$ cat src/rtl/dsac_pkg.sv
package dsac_pkg;

  // ==========================================================================
  // register offsets (byte addresses)
  localparam logic [7:0] OFS_CTRL0  = 8'h00;
  localparam logic [7:0] OFS_CTRL1  = 8'h04;
  localparam logic [7:0] OFS_CLKDIV = 8'h08;
  localparam logic [7:0] OFS_RES_L  = 8'h0C;
  localparam logic [7:0] OFS_RES_M  = 8'h10;
  localparam logic [7:0] OFS_RES_H  = 8'h14;
  localparam logic [7:0] OFS_CHAN   = 8'h18;
  localparam logic [7:0] OFS_PWR    = 8'h1C;
  localparam logic [7:0] OFS_INT    = 8'h20;

  // ==========================================================================
  // field positions
  localparam int unsigned C0_FRST   = 7;
  localparam int unsigned C0_SLP    = 6;
  localparam int unsigned C0_OFF    = 5;
  localparam int unsigned C0_OSR_LO = 2;
  localparam int unsigned C0_REFS   = 0;
  localparam int unsigned C1_FLM_LO = 5;
  localparam int unsigned C1_BUFN   = 4;
  localparam int unsigned C1_BUFP   = 3;
  localparam int unsigned C1_HOLD   = 2;
  localparam int unsigned C1_DONE   = 1;
  localparam int unsigned CH_POS_LO = 0;
  localparam int unsigned CH_NEG_LO = 4;
  localparam int unsigned PW_REGEN  = 0;
  localparam int unsigned IN_GIE    = 0;
  localparam int unsigned IN_CIE    = 1;
  localparam int unsigned IN_FLAG   = 2;

  // ==========================================================================
  // reset values and codes
  localparam logic [7:0] CTRL0_RST   = 8'h20;
  localparam logic [7:0] CTRL1_RST   = 8'h00;
  localparam logic [4:0] DIV_SEL_RST = 5'h00;
  localparam logic [4:0] DIV_BYPASS  = 5'h1F;
  localparam logic [2:0] CH_TSENSE   = 3'h7;
  localparam int unsigned RESULT_W   = 24;
  localparam int unsigned FILT_W_DEF = 28;

  // ==========================================================================
  // types
  typedef enum logic [1:0] {MODE_PDOWN, MODE_SLEEP, MODE_RESET, MODE_NORMAL} dsac_mode_e;

  typedef struct packed {
    logic bandgap_on;
    logic regulator_on;
    logic vcm_on;
    logic pga_on;
    logic mod_on;
    logic tsense_on;
    logic vrn_buf_on;
    logic vrp_buf_on;
    logic sinc_on;
    logic sinc_reset;
    logic ref_ext_sel;
  } dsac_power_s;

  // priority decode: power off, then sleep, then filter reset
  function automatic dsac_mode_e dsac_mode(input logic off, input logic slp,
                                           input logic rst);
    if (off) begin
      return MODE_PDOWN;
    end else if (slp) begin
      return MODE_SLEEP;
    end else if (rst) begin
      return MODE_RESET;
    end
    return MODE_NORMAL;
  endfunction : dsac_mode

endpackage : dsac_pkg

$ cat src/rtl/dsac_mclk_div.sv
`timescale 1ns/1ps
module dsac_mclk_div (
  // clock and reset
  input  wire logic                  pclk,
  input  wire logic                  presetn,
  // divider select and tick out
  input  wire logic [4:0]            div_sel,
  output logic                       mclk_tick
);
  import dsac_pkg::*;

  logic [5:0] cnt_reg;
  logic [5:0] period_m1;

  // period is 2*(sel+1) cycles, so last count is 2*sel+1
  assign period_m1 = {div_sel, 1'b1};

  always_ff @(posedge pclk or negedge presetn) begin
    if (!presetn) begin
      cnt_reg   <= 6'h00;
      mclk_tick <= 1'b0;
    end else if (div_sel == DIV_BYPASS) begin
      cnt_reg   <= 6'h00;
      mclk_tick <= 1'b1;
    end else if (cnt_reg >= period_m1) begin
      cnt_reg   <= 6'h00;
      mclk_tick <= 1'b1;
    end else begin
      cnt_reg   <= cnt_reg + 6'h01;
      mclk_tick <= 1'b0;
    end
  end

endmodule : dsac_mclk_div

$ cat src/rtl/dsac_top.sv
// Function
// - hardware sets conversion-done flag at each conversion end; zero means converting.
// - done flag never self-clears; software writes zero before next detection.
// - five-bit divider gives sysclk/2/(code+1); code 11111 passes sysclk.
// - divider register bits 7..5 read zero; select resets to zero.
// - mode priority: power off, sleep, filter reset, else normal.
// - power down turns analog off; bandgap, regulator, vcm follow regulator enable.
// - sleep keeps bandgap, vcm, PGA, filter; modulator, sensor, buffers off.
// - temperature sensor powered in normal/reset only when a channel selects it.
// - in normal/reset each reference buffer follows its own enable bit.
// - software pulses filter reset; filter held while high, converts after.
// - each conversion end sets interrupt flag; request out when enabled.
// - conversion runs continuously, overwriting result with each new value.
// - hold enable keeps latest result and discards later ones.
// - reference pair select picks internal pair or external pins.
// - result is 24-bit two's complement, sign in the top bit.
// - result equals amplified input over amplified reference times two^23.
// - out-of-range inputs saturate at the positive or negative limit.
// - while holding, no interrupt and no done-flag change.
//
// Design decisions made here: the register addresses and the APB slave port.
`timescale 1ns/1ps
module dsac_top #(
  parameter int unsigned FILT_W = dsac_pkg::FILT_W_DEF
) (
  // clock and reset
  input  wire logic                  pclk,
  input  wire logic                  presetn,
  // apb slave
  input  wire logic                  psel,
  input  wire logic                  penable,
  input  wire logic                  pwrite,
  input  wire logic [7:0]            paddr,
  input  wire logic [31:0]           pwdata,
  output logic      [31:0]           prdata,
  output logic                       pready,
  output logic                       pslverr,
  // decimation filter output
  input  wire logic                  filt_valid,
  input  wire logic [FILT_W-1:0]     filt_data,
  // analog and filter control
  output dsac_pkg::dsac_power_s      power,
  output logic                       mclk_tick,
  output logic [2:0]                 oversample_rate_sel,
  output logic [2:0]                 filter_clock_chop_sel,
  // interrupt request to cpu
  output logic                       int_req
);
  import dsac_pkg::*;

  typedef enum {CONV_IDLE, CONV_FRESET, CONV_RUN} dsac_conv_e;

  // the clamp and its check slice bits above the sign, so a guard bit is needed
  if (FILT_W <= RESULT_W) begin : g_chk
    $error("FILT_W must exceed RESULT_W");
  end

  localparam logic [RESULT_W-1:0] RES_MAX = {1'b0, {(RESULT_W-1){1'b1}}};
  localparam logic [RESULT_W-1:0] RES_MIN = {1'b1, {(RESULT_W-1){1'b0}}};

  // ==========================================================================
  // registers
  logic                filter_reset_ctl_reg;
  logic                sleep_ctl_reg;
  logic                power_off_ctl_reg;
  logic [2:0]          oversample_rate_sel_reg;
  logic                ref_pair_sel_reg;
  logic                neg_ref_buffer_en_reg;
  logic                pos_ref_buffer_en_reg;
  logic                result_hold_enable_reg;
  logic                conv_done_reg;
  logic [4:0]          mclk_div_sel_reg;
  logic [2:0]          pos_channel_sel_reg;
  logic [2:0]          neg_channel_sel_reg;
  logic                regulator_enable_reg;
  logic                global_int_enable_reg;
  logic                converter_int_enable_reg;
  logic                conv_irq_flag_reg;
  logic [RESULT_W-1:0] result_reg;
  dsac_conv_e          conv_state_reg;
  dsac_conv_e          conv_state_next;
  dsac_power_s         power_next;
  dsac_mode_e          mode;
  logic [31:0]         rd_next;
  logic                wr_en;
  logic                conv_end;
  logic                accept;

  function automatic logic is_mapped(input logic [7:0] a);
    return (a == OFS_CTRL0) || (a == OFS_CTRL1) || (a == OFS_CLKDIV) ||
           (a == OFS_RES_L) || (a == OFS_RES_M) || (a == OFS_RES_H) ||
           (a == OFS_CHAN) || (a == OFS_PWR) || (a == OFS_INT);
  endfunction : is_mapped

  function automatic logic [RESULT_W-1:0] sat_result(input logic [FILT_W-1:0] v);
    if ((&v[FILT_W-1:RESULT_W-1]) || !(|v[FILT_W-1:RESULT_W-1])) begin
      return v[RESULT_W-1:0];
    end
    return v[FILT_W-1] ? RES_MIN : RES_MAX;
  endfunction : sat_result

  // ==========================================================================
  // apb slave: one wait state, write lands on the pready edge
  assign wr_en = psel && penable && pready && pwrite && is_mapped(paddr);

  always_comb begin
    rd_next = 32'h0000_0000;
    case (paddr)
      OFS_CTRL0: begin
        rd_next[C0_FRST]            = filter_reset_ctl_reg;
        rd_next[C0_SLP]             = sleep_ctl_reg;
        rd_next[C0_OFF]             = power_off_ctl_reg;
        rd_next[C0_OSR_LO+:3]       = oversample_rate_sel_reg;
        rd_next[C0_REFS]            = ref_pair_sel_reg;
      end
      OFS_CTRL1: begin
        rd_next[C1_FLM_LO+:3]       = filter_clock_chop_sel;
        rd_next[C1_BUFN]            = neg_ref_buffer_en_reg;
        rd_next[C1_BUFP]            = pos_ref_buffer_en_reg;
        rd_next[C1_HOLD]            = result_hold_enable_reg;
        rd_next[C1_DONE]            = conv_done_reg;
      end
      OFS_CLKDIV: rd_next[4:0]      = mclk_div_sel_reg;
      OFS_RES_L:  rd_next[7:0]      = result_reg[7:0];
      OFS_RES_M:  rd_next[7:0]      = result_reg[15:8];
      OFS_RES_H:  rd_next[7:0]      = result_reg[23:16];
      OFS_CHAN: begin
        rd_next[CH_POS_LO+:3]       = pos_channel_sel_reg;
        rd_next[CH_NEG_LO+:3]       = neg_channel_sel_reg;
      end
      OFS_PWR:    rd_next[PW_REGEN] = regulator_enable_reg;
      OFS_INT: begin
        rd_next[IN_GIE]             = global_int_enable_reg;
        rd_next[IN_CIE]             = converter_int_enable_reg;
        rd_next[IN_FLAG]            = conv_irq_flag_reg;
      end
      default:    rd_next           = 32'h0000_0000;
    endcase
  end

  always_ff @(posedge pclk or negedge presetn) begin
    if (!presetn) begin
      pready  <= 1'b0;
      pslverr <= 1'b0;
      prdata  <= 32'h0000_0000;
    end else begin
      pready  <= psel && penable && !pready;
      pslverr <= psel && penable && !pready && !is_mapped(paddr);
      if (psel && penable && !pready) begin
        prdata <= rd_next;
      end
    end
  end

  // ==========================================================================
  // control registers
  always_ff @(posedge pclk or negedge presetn) begin
    if (!presetn) begin
      {filter_reset_ctl_reg, sleep_ctl_reg, power_off_ctl_reg} <= CTRL0_RST[7:5];
      oversample_rate_sel_reg  <= CTRL0_RST[C0_OSR_LO+:3];
      ref_pair_sel_reg         <= CTRL0_RST[C0_REFS];
      filter_clock_chop_sel    <= CTRL1_RST[C1_FLM_LO+:3];
      neg_ref_buffer_en_reg    <= CTRL1_RST[C1_BUFN];
      pos_ref_buffer_en_reg    <= CTRL1_RST[C1_BUFP];
      result_hold_enable_reg   <= CTRL1_RST[C1_HOLD];
      mclk_div_sel_reg         <= DIV_SEL_RST;
      pos_channel_sel_reg      <= 3'h0;
      neg_channel_sel_reg      <= 3'h0;
      regulator_enable_reg     <= 1'b0;
      global_int_enable_reg    <= 1'b0;
      converter_int_enable_reg <= 1'b0;
    end else if (wr_en) begin
      case (paddr)
        OFS_CTRL0: begin
          filter_reset_ctl_reg    <= pwdata[C0_FRST];
          sleep_ctl_reg           <= pwdata[C0_SLP];
          power_off_ctl_reg       <= pwdata[C0_OFF];
          oversample_rate_sel_reg <= pwdata[C0_OSR_LO+:3];
          ref_pair_sel_reg        <= pwdata[C0_REFS];
        end
        OFS_CTRL1: begin
          filter_clock_chop_sel   <= pwdata[C1_FLM_LO+:3];
          neg_ref_buffer_en_reg   <= pwdata[C1_BUFN];
          pos_ref_buffer_en_reg   <= pwdata[C1_BUFP];
          result_hold_enable_reg  <= pwdata[C1_HOLD];
        end
        OFS_CLKDIV: mclk_div_sel_reg <= pwdata[4:0];
        OFS_CHAN: begin
          pos_channel_sel_reg     <= pwdata[CH_POS_LO+:3];
          neg_channel_sel_reg     <= pwdata[CH_NEG_LO+:3];
        end
        OFS_PWR: regulator_enable_reg <= pwdata[PW_REGEN];
        OFS_INT: begin
          global_int_enable_reg    <= pwdata[IN_GIE];
          converter_int_enable_reg <= pwdata[IN_CIE];
        end
        default: ;
      endcase
    end
  end

  assign oversample_rate_sel = oversample_rate_sel_reg;

  // ==========================================================================
  // mode decode and power gating
  // priority decode
  assign mode = dsac_mode(power_off_ctl_reg, sleep_ctl_reg, filter_reset_ctl_reg);

  always_comb begin
    power_next              = '0;
    power_next.regulator_on = regulator_enable_reg;
    power_next.ref_ext_sel  = ref_pair_sel_reg;
    case (mode)
      MODE_PDOWN: begin
        power_next.bandgap_on = regulator_enable_reg;
        power_next.vcm_on     = regulator_enable_reg;
      end
      MODE_SLEEP: begin
        power_next.bandgap_on = 1'b1;
        power_next.vcm_on     = 1'b1;
        power_next.pga_on     = 1'b1;
        power_next.sinc_on    = 1'b1;
      end
      default: begin
        power_next.bandgap_on = 1'b1;
        power_next.vcm_on     = 1'b1;
        power_next.pga_on     = 1'b1;
        power_next.mod_on     = 1'b1;
        power_next.sinc_on    = 1'b1;
        power_next.tsense_on  = (pos_channel_sel_reg == CH_TSENSE) ||
                                (neg_channel_sel_reg == CH_TSENSE);
        power_next.vrn_buf_on = neg_ref_buffer_en_reg;
        power_next.vrp_buf_on = pos_ref_buffer_en_reg;
        power_next.sinc_reset = (mode == MODE_RESET);
      end
    endcase
  end

  always_ff @(posedge pclk or negedge presetn) begin
    if (!presetn) begin
      power <= '0;
    end else begin
      power <= power_next;
    end
  end

  dsac_mclk_div u_div (
    .pclk      (pclk),
    .presetn   (presetn),
    .div_sel   (mclk_div_sel_reg),
    .mclk_tick (mclk_tick)
  );

  // ==========================================================================
  // conversion sequencing
  // start only after reset pulse
  always_comb begin
    conv_state_next = conv_state_reg;
    case (conv_state_reg)
      CONV_IDLE:   if (mode == MODE_RESET) conv_state_next = CONV_FRESET;
      CONV_FRESET: if (mode == MODE_NORMAL) conv_state_next = CONV_RUN;
      CONV_RUN:    if (mode == MODE_RESET) conv_state_next = CONV_FRESET;
      default:     conv_state_next = CONV_IDLE;
    endcase
    if (mode == MODE_PDOWN || mode == MODE_SLEEP) begin
      conv_state_next = CONV_IDLE;
    end
  end

  always_ff @(posedge pclk or negedge presetn) begin
    if (!presetn) begin
      conv_state_reg <= CONV_IDLE;
    end else begin
      conv_state_reg <= conv_state_next;
    end
  end

  assign conv_end = (conv_state_reg == CONV_RUN) && (mode == MODE_NORMAL) && filt_valid;
  assign accept   = conv_end && !result_hold_enable_reg;

  always_ff @(posedge pclk or negedge presetn) begin
    if (!presetn) begin
      result_reg <= '0;
    end else if (accept) begin
      result_reg <= sat_result(filt_data);
    end
  end

  always_ff @(posedge pclk or negedge presetn) begin
    if (!presetn) begin
      conv_done_reg <= CTRL1_RST[C1_DONE];
    end else if (accept) begin
      conv_done_reg <= 1'b1;
    end else if (wr_en && paddr == OFS_CTRL1) begin
      conv_done_reg <= pwdata[C1_DONE];
    end
  end

  always_ff @(posedge pclk or negedge presetn) begin
    if (!presetn) begin
      conv_irq_flag_reg <= 1'b0;
      int_req           <= 1'b0;
    end else begin
      if (accept) begin
        conv_irq_flag_reg <= 1'b1;
      end else if (wr_en && paddr == OFS_INT) begin
        conv_irq_flag_reg <= pwdata[IN_FLAG];
      end
      int_req <= conv_irq_flag_reg && global_int_enable_reg && converter_int_enable_reg;
    end
  end
endmodule : dsac_top

$ cat config.mk
export PLATFORM = sky130hd
export DESIGN_NAME = dsac_top
export DESIGN_NICKNAME = d
export VERILOG_FILES = /design/src/rtl/dsac_pkg.sv /design/src/rtl/dsac_mclk_div.sv /design/src/rtl/dsac_top.sv
export SDC_FILE = /design/constraint.sdc
export NUM_CORES = 1
export LEC_CHECK = 0
export ABC_AREA = 1
export BUFFER_PORTS_ARGS = -buffer_cell sky130_fd_sc_hd__buf_2
export CAP_MARGIN = 0
export CORE_MARGIN = 2
export CORE_UTILIZATION = 40
export CTS_BUF_LIST = sky130_fd_sc_hd__clkbuf_8 sky130_fd_sc_hd__clkbuf_16
export DETAILED_ROUTE_END_ITERATION = 12
export PLACE_DENSITY_LB_ADDON = 0.1
export SETUP_SLACK_MARGIN = 0.2
export SYNTH_ARGS = -nofsm -noshare
export SYNTH_HDL_FRONTEND = slang
export SYNTH_HIERARCHICAL = 1
export SYNTH_SLANG_ARGS = --single-unit
$ cat constraint.sdc
create_clock -name pclk -period 1.8 [get_ports pclk]
set_input_delay 0.36 -clock pclk [delete_from_list [all_inputs] [get_ports pclk]]
set_output_delay 0.36 -clock pclk [all_outputs]
set_load 0.02 [all_outputs]
==> results_tabular.tex, run 1 <==
\begin{tabular}{lr}
\hline
Metric & Value \\
\hline
\multicolumn{2}{l}{\textbf{STA}} \\
\quad Number of setup violations in the final report & 0 \\
\quad Final Hold Violating Endpoints & 0 \\
\quad Number of slew-limit violations in the final report & 0 \\
\quad Final period utilization & 0.822 \\
\quad Max Clock Freq & 0.676 GHz \\
\quad Final critical-path required period & 1480 ps \\
\quad Final clock skew & 14.4 ps \\
\quad Unrepaired setup endpoints after global routing & no \\
\quad Post-Route Setup TNS & 0 ps \\
\multicolumn{2}{l}{\textbf{Floorplan}} \\
\quad Core outline area & 0.0103 sq mm \\
\quad Core Rows & 37 \\
\quad Die area & 0.0114 sq mm \\
\quad I/O pins & 127 \\
\quad Starting density of the core & 0.409 \\
\quad Die height & 107 microns \\
\quad Die X & 107 microns \\
\multicolumn{2}{l}{\textbf{Place}} \\
\quad HPWL after DPL & 7580 microns \\
\quad Count of port buffers added during placement & 78 \\
\quad Final weighted congestion of routability-driven global placement & 0.812 \\
\multicolumn{2}{l}{\textbf{Yosys}} \\
\quad Avg Cell Area, Syn & 8.68 sq um \\
\quad Proportion of synthesized area in mux cells & 0 \\
\quad Top post-synthesis cells by area & dfrtp\_1, nand2\_1, buf\_4 \\
\quad Adder-Cell Fraction of Synth Area & 0.0178 \\
\quad Post-synth top area share & 0.482 \\
\quad Netlist area before placement & 0.00421 sq mm \\
\quad Cell accounting for the most synthesized area & dfrtp\_1 \\
\quad Sequential cell area fraction in the yosys report & 0.488 \\
\quad Flop and latch count out of synthesis & 82 \\
\quad Library cells used by synthesis & 34 \\
\quad Combinational family with the most area after synthesis & simple AND/OR/NAND/NOR gates \\
\quad Number of instances in the synthesized netlist & 485 \\
\quad Synth warn & 6 \\
\quad Compound-Gate Fraction of Synth Area & 0.109 \\
\quad Simple-gate share of the synthesized area & 0.277 \\
\quad Post-Synth XOR/XNOR Area & 0.00624 \\
\multicolumn{2}{l}{\textbf{Global routing}} \\
\quad Global-route wire length before repair & 16300 microns \\
\quad Pin count of the biggest net entering global routing & 38 \\
\quad Global route overflow & 0 \\
\quad Antenna violations before repair & 0 \\
\quad GRT Resource Usage Total & 0.184 \\
\quad Via count of the first global-routing pass & 3270 \\
\multicolumn{2}{l}{\textbf{Critical path}} \\
\quad Critical path fanouts, max & 20 \\
\quad Category of the worst setup path launch point & register \\
\quad Required arrival time at the worst endpoint & 2030 ps \\
\quad Depth of the most critical reg-to-reg path & 7 \\
\quad Slack of the worst reg-to-reg path & 320 ps \\
\quad Startpoint-to-endpoint class of the critical path & register to register \\
\quad Origin of the critical flop-to-flop path & filter\_reset\_ctl\_reg \\
\quad R2r endpoint & result\_reg[1] \\
\quad Critical Path AT & 1710 ps \\
\quad Endpoint type of the worst setup path & register \\
\multicolumn{2}{l}{\textbf{Drt}} \\
\quad Number of vias after detailed routing & 3351 \\
\quad Final antenna-violating net count & 0 \\
\quad DRC errors left & 0 \\
\quad Vias per inst & 4.64 \\
\quad DRC violation total after the first TritonRoute iteration & 152 \\
\quad Total wirelength of the detailed-routed design & 9810 microns \\
\quad First-pass iteration count of the detailed router & 4 \\
\quad Wire per inst & 13.6 microns \\
\multicolumn{2}{l}{\textbf{Clock tree}} \\
\quad Root Buffer & clkbuf\_8 \\
\quad Clock transition at the register clock pins on the worst setup and hold paths after CTS & 90 ps \\
\quad Max clock buf depth & 2 \\
\quad CTS buffer count & 9 \\
\quad Clock tree sinks & 82 \\
\quad Clock latency of the later-clocked register in the worst-skew pair & 350 ps \\
\quad CTS tree & yes \\
\quad Max H-tree Level & 3 \\
\multicolumn{2}{l}{\textbf{Layout}} \\
\quad Number of flip-flops in the largest register & 24 \\
\quad Synth-to-layout area growth & 18.4\% \\
\quad Final net count & 662 \\
\quad Ratio of cells with drive above 1 in the final layout & 0.299 \\
\quad Ant. Diodes & 0 \\
\multicolumn{2}{l}{\textbf{Flow run}} \\
\quad MaxCap Viol Count & 0 \\
\multicolumn{2}{l}{\textbf{Hold path}} \\
\quad Classification of the worst-slack hold path & primary input to register \\
\quad Worst hold endpoint & result\_reg[22] \\
\quad Hold Path Depth & 3 \\
\quad HP Start & filt\_data[22] \\
\multicolumn{2}{l}{\textbf{Pwr}} \\
\quad Leakage power summed over all cells & 2.51 nW \\
\quad Cell area power density & 764 mW/mm\^{}2 \\
\quad PnR Total Power & 3.81 mW \\
\quad Maximum vdd ir drop & 0.000377 V \\
\multicolumn{2}{l}{\textbf{Run status}} \\
\quad Run status & finished clean \\
\hline
\end{tabular}
## cell usage after synthesis
cell,count
buf_4,26
a21oi_1,36
nand4_1,9
nor3_1,2
nor4_1,1
nand3_4,5
xor2_1,2
a31oi_1,1
buf_6,3
clkbuf_1,3
inv_2,2
nor3_4,1
o21ai_1,7
conb_1,1
buf_2,4
nand2_2,10
dfrtp_1,81
dfstp_2,1
nor2_8,1
nor2_2,7
nor2_4,8
nand3_1,12
and3_1,2
or2_2,1
nor2_1,51
ha_1,6
nand3_2,2
xnor2_1,1
o21ai_0,12
o21ai_2,19
nand2_1,122
inv_1,43
nand2_4,2
a21oi_2,1
## kinds of logic after synthesis
kind of cell,count (synthesis)
adders and majority gates,6
DFF,82
AOI/OAI and AO/OA,76
buffers and inverters,81
other,1
and+or+nand+nor,236
xor gates and xnor gates,3
## worst max-delay path by stage
stage,start,to,cells after the start
2_1_floorplan,paddr[1],oversample_rate_sel[0],9
3_3_place_gp,paddr[1],ref_pair_sel_reg,9
3_5_place_dp,paddr[1],mclk_div_sel_reg[4],10
4_1_cts,sleep_ctl_reg,result_reg[21],7
5_1_grt,sleep_ctl_reg,result_reg[3],7
6_report,filter_reset_ctl_reg,result_reg[1],7
## per-layer routing
metal  part of all wire  track usage  up-vias
met5                  0            0        -
li1                   -            -     1684
met4              0.012       0.0501        0
met3              0.039       0.0270        9
met1               0.49        0.268     1580
met2               0.46        0.286       78
## layout make-up
class | instances | area [sq um]
clock buffers | 9 | 124
repair buffers | 99 | 582
flip-flops and latches | 82 | 2050
clock inverters | 6 | 60.1
inverters | 45 | 169
well taps | 136 | 170
fillers | 1050 | 5290
multi-input cells | 345 | 1830
## worst max-delay path, stage by stage (launching register included)
cell	delay, ps
dfrtp_1	400
nor2_1	140
nand3_2	120
nor3_4	250
o21ai_2	150
inv_2	90
buf_12	150
a21oi_1	70
## power breakdown
group / internal [mW] / switching, mW
Sequential: 1.93 / 0.0712
Clock: 0.627 / 0.660
Combinational: 0.177 / 0.336
Total: 2.74 / 1.07
## stage by stage
step	instance area, sq um	hold WS [ps]	util	setup slack [ps]	std cells
floorplan	4290	64.4	-	326	508
global route	4980	248	0.485	214	722
global placement	4730	312	0.461	115	701
detailed placement	4730	319	0.461	110	701
CTS	4950	237	0.482	216	719
finish	4980	245	0.485	320	722
## placed cells by master (no fill, tap or decap), drive strengths merged
cell and n:
xor2 2, nor3 3, nor2 67, clkinv 3
or2 1, o21ai 38, conb 24, clkinvlp 1
buf 98, inv 46, xnor2 1, and3 2
dfrtp 81, a31oi 1, ha 6, nand4 9
nand2 134, bufinv 1, nand3 19, clkbuf 9
nor4 1, a21oi 37, dlygate4sd3 1, dfstp 1
## repair_timing
| item | 4_1_cts | 5_1_grt |
|---|---|---|
| setup buffers | 2 | 3 |
| hold buffers | 1 | 0 |
| gates resized for setup | 2 | 3 |
| endpoints found under the hold margin | 27 | 0 |
| pin swaps | 2 | 1 |
| endpoints found under the setup margin | 21 | 24 |
No activity file was read; power rests on OpenSTA's default activity.
==> run 2: changes to the inputs <==
- ABC_AREA: 1 -> 0
- clock period: 1.8 -> 1.4 ns (I/O delays scaled with it)
==> results_tabular.tex, run 2 <==
\begin{tabular}{lr}
\hline
Metric & Value \\
\hline
\multicolumn{2}{l}{\textbf{Place}} \\
\quad Area after DPL & 0.00520 sq mm (was 0.00473 sq mm) \\
\quad Count of port buffers added during placement & 78 (unchanged) \\
\quad Placed Cells incl. Taps & 634 (was 701) \\
\quad Final weighted congestion of routability-driven global placement & 0.902 (was 0.812) \\
\quad HPWL after DPL & 8220 microns (was 7580 microns) \\
\multicolumn{2}{l}{\textbf{Yosys}} \\
\quad Adder-Cell Fraction of Synth Area & 0.0181 (was 0.0178) \\
\quad Simple-gate share of the synthesized area & 0.170 (was 0.277) \\
\quad Leading post-synthesis cells by instance count & dfrtp\_1, nor2\_1, a21oi\_1 (was nand2\_1, dfrtp\_1, nor2\_1) \\
\quad Number of synthesized flops with an enable pin & 0 (unchanged) \\
\quad Fraction of synthesis flops using an asynchronous set or reset pin & 1.00 (unchanged) \\
\quad Flop and latch count out of synthesis & 82 (unchanged) \\
\quad Combinational family with the most area after synthesis & simple AND/OR/NAND/NOR gates (unchanged) \\
\quad Compound-Gate Fraction of Synth Area & 0.103 (was 0.109) \\
\quad Sequential cell area fraction in the yosys report & 0.496 (was 0.488) \\
\quad Cell accounting for the most synthesized area & dfrtp\_1 (unchanged) \\
\quad Most used flip-flop cell after synthesis & dfrtp\_1 (unchanged) \\
\quad Library cells used by synthesis & 59 (was 34) \\
\quad Post-Synth XOR/XNOR Area & 0.00846 (was 0.00624) \\
\quad Number of instances in the synthesized netlist & 385 (was 485) \\
\quad Post-synth top area share & 0.490 (was 0.482) \\
\quad Proportion of synthesized area in mux cells & 0.128 (was 0) \\
\quad Netlist area before placement & 0.00414 sq mm (was 0.00421 sq mm) \\
\quad Dominant cell by count in the synthesized netlist & dfrtp\_1 (was nand2\_1) \\
\quad Synth warn & 6 (unchanged) \\
\quad Top post-synthesis cells by area & dfrtp\_1, mux2\_2, buf\_4 (was dfrtp\_1, nand2\_1, buf\_4) \\
\quad Avg Cell Area, Syn & 10.8 sq um (was 8.68 sq um) \\
\multicolumn{2}{l}{\textbf{Layout}} \\
\quad Synth-to-layout area growth & 48.1\% (was 18.4\%) \\
\quad Most common cell after layout, fill and taps aside & dfrtp\_1 (was nand2\_1) \\
\quad Area occupied by multi-input gates & 0.00228 sq mm (was 0.00183 sq mm) \\
\quad Area of all placed cells without fillers & 0.00613 sq mm (was 0.00498 sq mm) \\
\quad Number of fillers in the final layout & 868 (was 1050) \\
\quad Filler-free cell count of the finished design & 685 (was 722) \\
\quad Number of flip-flops in the largest register & 24 (unchanged) \\
\quad Area taken by flip-flops and latches & 0.00205 sq mm (about the same) \\
\quad Commonest non-fill, non-tap cells in the layout & dfrtp\_1, buf\_4, buf\_2, buf\_6, nor2\_1 (was nand2\_1, dfrtp\_1, buf\_2, nor2\_1, inv\_1) \\
\quad Final core occ & 0.602 (was 0.485) \\
\quad Ant. Diodes & 0 (unchanged) \\
\quad Ratio of cells with drive above 1 in the final layout & 0.550 (was 0.299) \\
\quad Final net count & 624 (was 662) \\
\multicolumn{2}{l}{\textbf{Critical path}} \\
\quad Depth of the most critical reg-to-reg path & 6 (was 7) \\
\quad Origin of the critical flop-to-flop path & sleep\_ctl\_reg (was filter\_reset\_ctl\_reg) \\
\quad Critical Path AT & 1890 ps (was 1710 ps) \\
\quad Endpoint type of the worst setup path & register (unchanged) \\
\quad Stage delay of the slowest cell on the critical path & 390 ps (was 400 ps) \\
\quad R2r endpoint & result\_reg[4] (was result\_reg[1]) \\
\quad Critical path fanouts, max & 6 (was 20) \\
\quad Required arrival time at the worst endpoint & 1640 ps (was 2030 ps) \\
\quad Category of the worst setup path launch point & register (unchanged) \\
\quad Worst setup path start & sleep\_ctl\_reg (was filter\_reset\_ctl\_reg) \\
\quad Startpoint-to-endpoint class of the critical path & register to register (unchanged) \\
\quad Worst path slowest cell & dfrtp\_1 (unchanged) \\
\quad Cells along the critical path & or3\_4 > nor4\_4 > buf\_4 > o21a\_4 > clkbuf\_16 > a21oi\_2 (was nor2\_1 > nand3\_2 > nor3\_4 > o21ai\_2 > inv\_2 > buf\_12 > a21oi\_1) \\
\quad Slack of the worst reg-to-reg path & -250 ps (was 320 ps) \\
\multicolumn{2}{l}{\textbf{Drt}} \\
\quad Wire per inst & 17.1 microns (was 13.6 microns) \\
\quad First-pass iteration count of the detailed router & 4 (unchanged) \\
\quad Vias per inst & 5.06 (was 4.64) \\
\quad DRC errors left & 0 (unchanged) \\
\quad DRC violation total after the first TritonRoute iteration & 178 (was 152) \\
\quad Total wirelength of the detailed-routed design & 11700 microns (was 9810 microns) \\
\quad Number of vias after detailed routing & 3463 (was 3351) \\
\quad Final antenna-violating net count & 0 (unchanged) \\
\multicolumn{2}{l}{\textbf{Floorplan}} \\
\quad Die height & 106 microns (was 107 microns) \\
\quad Core Rows & 37 (unchanged) \\
\quad Core outline area & 0.0102 sq mm (was 0.0103 sq mm) \\
\quad I/O pins & 127 (unchanged) \\
\quad Die area & 0.0112 sq mm (was 0.0114 sq mm) \\
\quad Die X & 106 microns (was 107 microns) \\
\quad Starting density of the core & 0.406 (was 0.409) \\
\multicolumn{2}{l}{\textbf{Global routing}} \\
\quad Global-route wire length before repair & 18400 microns (was 16300 microns) \\
\quad Via count of the first global-routing pass & 3474 (was 3270) \\
\quad Global route overflow & 0 (unchanged) \\
\quad Pin count of the biggest net entering global routing & 33 (was 38) \\
\quad Antenna violations before repair & 0 (unchanged) \\
\quad GRT Resource Usage Total & 0.212 (was 0.184) \\
\multicolumn{2}{l}{\textbf{STA}} \\
\quad Unrepaired setup endpoints after global routing & yes (was no) \\
\quad Final clock skew & 12.7 ps (was 14.4 ps) \\
\quad Number of slew-limit violations in the final report & 0 (unchanged) \\
\quad Post-Route Setup TNS & -10200 ps (was 0 ps) \\
\quad Number of setup violations in the final report & 59 (was 0) \\
\quad Final critical-path required period & 1650 ps (was 1480 ps) \\
\quad Final Hold Violating Endpoints & 0 (unchanged) \\
\quad Worst setup margin & -251 ps (was 320 ps) \\
\quad Final period utilization & 1.18 (was 0.822) \\
\quad Max Clock Freq & 0.606 GHz (was 0.676 GHz) \\
\multicolumn{2}{l}{\textbf{Clock tree}} \\
\quad CTS tree & yes (unchanged) \\
\quad CTS buffer count & 9 (unchanged) \\
\quad Max clock buf depth & 2 (unchanged) \\
\quad Root Buffer & clkbuf\_8 (unchanged) \\
\quad Max H-tree Level & 3 (unchanged) \\
\quad Clock transition at the register clock pins on the worst setup and hold paths after CTS & 100 ps (was 90 ps) \\
\quad Clock latency of the later-clocked register in the worst-skew pair & 350 ps (about the same) \\
\quad Clock tree sinks & 82 (unchanged) \\
\multicolumn{2}{l}{\textbf{Hold path}} \\
\quad Classification of the worst-slack hold path & primary input to register (unchanged) \\
\quad HP Start & filt\_data[14] (was filt\_data[22]) \\
\quad Worst hold endpoint & result\_reg[14] (was result\_reg[22]) \\
\quad Hold Path Depth & 3 (unchanged) \\
\multicolumn{2}{l}{\textbf{Run status}} \\
\quad Run status & finished, violations left (was finished clean) \\
\quad Failing checks & negative setup slack \\
\multicolumn{2}{l}{\textbf{Pwr}} \\
\quad Leakage power summed over all cells & 2.89 nW (was 2.51 nW) \\
\quad Maximum vdd ir drop & 0.000587 V (was 0.000377 V) \\
\quad Cell area power density & 935 mW/mm\^{}2 (was 764 mW/mm\^{}2) \\
\multicolumn{2}{l}{\textbf{Flow run}} \\
\quad MaxCap Viol Count & 0 (unchanged) \\
\hline
\end{tabular}
run 2: area by class of cell:
class                      instances  share of cell area
clock inverter                     7              0.0129
multi-input combinational        273               0.372
sequential                        82               0.335
tap                              136              0.0278
clock buffer                       9              0.0202
timing repair buffer             169               0.226
inverter                           9             0.00592
run 2: report_power, final:
part | leakage [nW] | internal, mW | switching, mW | total, mW
Sequential | 1.10 | 2.57 | 0.160 | 2.72
Clock | 0.0973 | 0.840 | 0.925 | 1.76
Combinational | 1.69 | 0.573 | 0.668 | 1.24
run 2: how the worst max path moves through the flow:
stage,endpoint,cells past startpoint
final,result_reg[4],6
after global routing,result_reg[5],6
after CTS,result_reg[9],6
after detailed placement,filter_clock_chop_sel[0],5
after global placement,neg_ref_buffer_en_reg,5
after floorplan,filter_clock_chop_sel[0],5
run 2: critical path, delay by kind of cell, from the launching register on:
kind / cells / cell delay, ps
buffers and inverters: 2 / 360
AOI/OAI and AO/OA: 2 / 270
and+or+nand+nor: 2 / 520
DFF: 1 / 390
run 2: kinds of logic after synthesis:
kind of cell	Yosys count
xor+xnor	4
compound gates	67
mux	43
buf+inv	53
simple gates	129
other cells	1
flops	82
fa+ha+maj	6
run 2: timing repair:
item,CTS,global route
gates resized for setup,65,37
gates cloned,2,3
hold endpoints to repair,13,0
setup buffers,25,4
setup endpoints to repair,80,86
hold buffers,1,0
pin swaps,22,12
run 2: routing by layer:
metal  global-route usage  wire length (microns)  vias up
li1                     -                      -     1635
met1                0.284                   5010     1681
met2                0.348                   5650      122
met3               0.0340                    718       25
met4               0.0761                    323        0
met5                    0                      0        -
run 2: metrics by stage:
stage / hold WS, ps / setup slack (ps) / total power [mW]
2_1_floorplan: -15.6 / -468 / 3.41
3_3_place_gp: 177 / -513 / 3.76
3_5_place_dp: 172 / -557 / 3.77
4_1_cts: 151 / -290 / 5.65
5_1_grt: 161 / -336 / 6.00
6_report: 160 / -251 / 5.73
==> run 3: changes to the inputs <==
- CORE_MARGIN: 2 -> 4
==> results_tabular.tex, run 3 (synthesis gave the netlist of run 2 again) <==
\begin{tabular}{lr}
\hline
Metric & Value \\
\hline
\multicolumn{2}{l}{\textbf{Critical path}} \\
\quad Worst setup path start & sleep\_ctl\_reg (unchanged) \\
\quad Startpoint-to-endpoint class of the critical path & register to register (unchanged) \\
\quad Critical path fanouts, max & 4 (was 6) \\
\quad Category of the worst setup path launch point & register (unchanged) \\
\quad Endpoint type of the worst setup path & register (unchanged) \\
\quad Origin of the critical flop-to-flop path & sleep\_ctl\_reg (unchanged) \\
\quad Required arrival time at the worst endpoint & 1650 ps (was 1640 ps) \\
\quad Critical Path AT & 1850 ps (was 1890 ps) \\
\multicolumn{2}{l}{\textbf{Place}} \\
\quad Count of port buffers added during placement & 78 (unchanged) \\
\quad Worst slack at placement & -530 ps (was -557 ps) \\
\quad HPWL after DPL & 8070 microns (was 8220 microns) \\
\quad Area after DPL & 0.00522 sq mm (was 0.00520 sq mm) \\
\quad Final weighted congestion of routability-driven global placement & 0.846 (was 0.902) \\
\multicolumn{2}{l}{\textbf{Floorplan}} \\
\quad Starting density of the core & 0.418 (was 0.406) \\
\quad Core outline area & 0.00991 sq mm (was 0.0102 sq mm) \\
\quad Die X & 110 microns (was 106 microns) \\
\quad Core Rows & 36 (was 37) \\
\quad Die area & 0.0120 sq mm (was 0.0112 sq mm) \\
\quad Die height & 110 microns (was 106 microns) \\
\quad I/O pins & 127 (unchanged) \\
\multicolumn{2}{l}{\textbf{Layout}} \\
\quad Ratio of cells with drive above 1 in the final layout & 0.536 (was 0.550) \\
\quad Most common cell after layout, fill and taps aside & dfrtp\_1 (unchanged) \\
\quad Synth-to-layout area growth & 46.3\% (was 48.1\%) \\
\quad Area taken by flip-flops and latches & 0.00206 sq mm (was 0.00205 sq mm) \\
\quad Number of flip-flops in the largest register & 24 (unchanged) \\
\quad Ant. Diodes & 0 (unchanged) \\
\quad Number of fillers in the final layout & 845 (was 868) \\
\quad Commonest non-fill, non-tap cells in the layout & dfrtp\_1, buf\_4, buf\_2, buf\_6, nor2\_1 (unchanged) \\
\quad Area occupied by multi-input gates & 0.00225 sq mm (was 0.00228 sq mm) \\
\quad Area of all placed cells without fillers & 0.00605 sq mm (was 0.00613 sq mm) \\
\quad Final net count & 614 (was 624) \\
\multicolumn{2}{l}{\textbf{Clock tree}} \\
\quad Max H-tree Level & 3 (unchanged) \\
\quad Clock latency of the later-clocked register in the worst-skew pair & 370 ps (was 350 ps) \\
\quad Root Buffer & clkbuf\_8 (unchanged) \\
\quad Clock tree sinks & 82 (unchanged) \\
\quad Max clock buf depth & 2 (unchanged) \\
\quad CTS tree & yes (unchanged) \\
\quad Clock transition at the register clock pins on the worst setup and hold paths after CTS & 100 ps (about the same) \\
\quad CTS buffer count & 9 (unchanged) \\
\multicolumn{2}{l}{\textbf{Hold path}} \\
\quad Classification of the worst-slack hold path & primary input to register (unchanged) \\
\quad HP Start & filt\_data[14] (unchanged) \\
\multicolumn{2}{l}{\textbf{STA}} \\
\quad Number of slew-limit violations in the final report & 0 (unchanged) \\
\quad Max Clock Freq & 0.624 GHz (was 0.606 GHz) \\
\quad Number of setup violations in the final report & 59 (unchanged) \\
\quad Final period utilization & 1.14 (was 1.18) \\
\quad Final critical-path required period & 1600 ps (was 1650 ps) \\
\quad Unrepaired setup endpoints after global routing & yes (unchanged) \\
\quad Fin Hold WS & 142 ps (was 160 ps) \\
\quad Final Hold Violating Endpoints & 0 (unchanged) \\
\quad Final clock skew & 21.4 ps (was 12.7 ps) \\
\quad Worst setup margin & -202 ps (was -251 ps) \\
\multicolumn{2}{l}{\textbf{Global routing}} \\
\quad Global-route wire length before repair & 17300 microns (was 18400 microns) \\
\quad Global route overflow & 0 (unchanged) \\
\quad Pin count of the biggest net entering global routing & 34 (was 33) \\
\quad Antenna violations before repair & 0 (unchanged) \\
\quad Via count of the first global-routing pass & 3412 (was 3474) \\
\quad GRT Resource Usage Total & 0.190 (was 0.212) \\
\multicolumn{2}{l}{\textbf{Drt}} \\
\quad First-pass iteration count of the detailed router & 4 (unchanged) \\
\quad DRC errors left & 0 (unchanged) \\
\quad Number of vias after detailed routing & 3368 (was 3463) \\
\quad Total wirelength of the detailed-routed design & 11000 microns (was 11700 microns) \\
\quad Wire per inst & 16.4 microns (was 17.1 microns) \\
\quad DRC violation total after the first TritonRoute iteration & 155 (was 178) \\
\quad Final antenna-violating net count & 0 (unchanged) \\
\quad Vias per inst & 5.01 (was 5.06) \\
\multicolumn{2}{l}{\textbf{Run status}} \\
\quad Run status & finished, violations left (unchanged) \\
\quad Failing checks & negative setup slack (unchanged) \\
\multicolumn{2}{l}{\textbf{Pwr}} \\
\quad Leakage power summed over all cells & 2.84 nW (was 2.89 nW) \\
\quad Cell area power density & 919 mW/mm\^{}2 (was 935 mW/mm\^{}2) \\
\quad Maximum vdd ir drop & 0.000389 V (was 0.000587 V) \\
\multicolumn{2}{l}{\textbf{Flow run}} \\
\quad MaxCap Viol Count & 0 (unchanged) \\
\hline
\end{tabular}
run 3: cell count changes in the layout (fill, tap and decap cells not counted), moves of 3 or more:
cell,before,now
buf_6,33,47
buf_2,62,49
buf_4,63,53
buf_12,5,9
a21oi_1,2,5
clkbuf_16,3,0
run 3: cell type report:
type,instances,area share
clock buffer,9,0.0205
timing repair buffer,159,0.225
inverter,9,0.00599
tap,133,0.0275
multi-input combinational,273,0.372
sequential,82,0.340
clock inverter,7,0.00992
run 3: metal layers:
| layer | track usage | part of all wire |
|---|---|---|
| met4 | 0.0908 | 0.034 |
| met2 | 0.309 | 0.48 |
| met3 | 0.0335 | 0.051 |
| met1 | 0.245 | 0.44 |
| met5 | 0 | 0 |
run 3: final timing paths:
| check | endpoint | slack, ps | cells past startpoint |
|---|---|---|---|
| max | result_reg[23] | -200 | 5 |
| min | result_reg[14] | 140 | 3 |
| max reg2reg | result_reg[23] | -200 | 5 |
| min reg2reg | power[0] | 440 | 0 |
| max in group asynchronous | power_off_ctl_reg | 490 | 3 |
| min in group asynchronous | pslverr | 370 | 2 |
run 3: where the power goes:
group / switching, mW / internal [mW]
Combinational: 0.649 / 0.561
Clock: 0.968 / 0.678
Sequential: 0.143 / 2.57
run 3: critical path, stage by stage, from the launching register on:
cell	delay [ps]
dfrtp_1	400
or3_4	390
nor4_4	150
buf_6	170
buf_6	100
mux2_4	280
run 3: repair_timing:
| action | 4_1_cts | 5_1_grt |
|---|---|---|
| gates cloned | 2 | 0 |
| gates resized for setup | 86 | 38 |
| buffers inserted | 16 | 8 |
| pin swaps | 20 | 11 |
| hold buffers | 1 | 0 |
| endpoints found under the setup margin | 88 | 95 |
| endpoints found under the hold margin | 24 | 0 |
run 3: through the flow:
step	std cells	setup TNS (ps)	power [mW]	utilization
2_1_floorplan	408	-16540	3.41	-
3_3_place_gp	629	-19920	3.75	0.526
3_5_place_dp	629	-21200	3.77	0.526
4_1_cts	664	-8240	5.56	0.590
5_1_grt	672	-11620	5.87	0.611
6_report	672	-7430	5.56	0.611
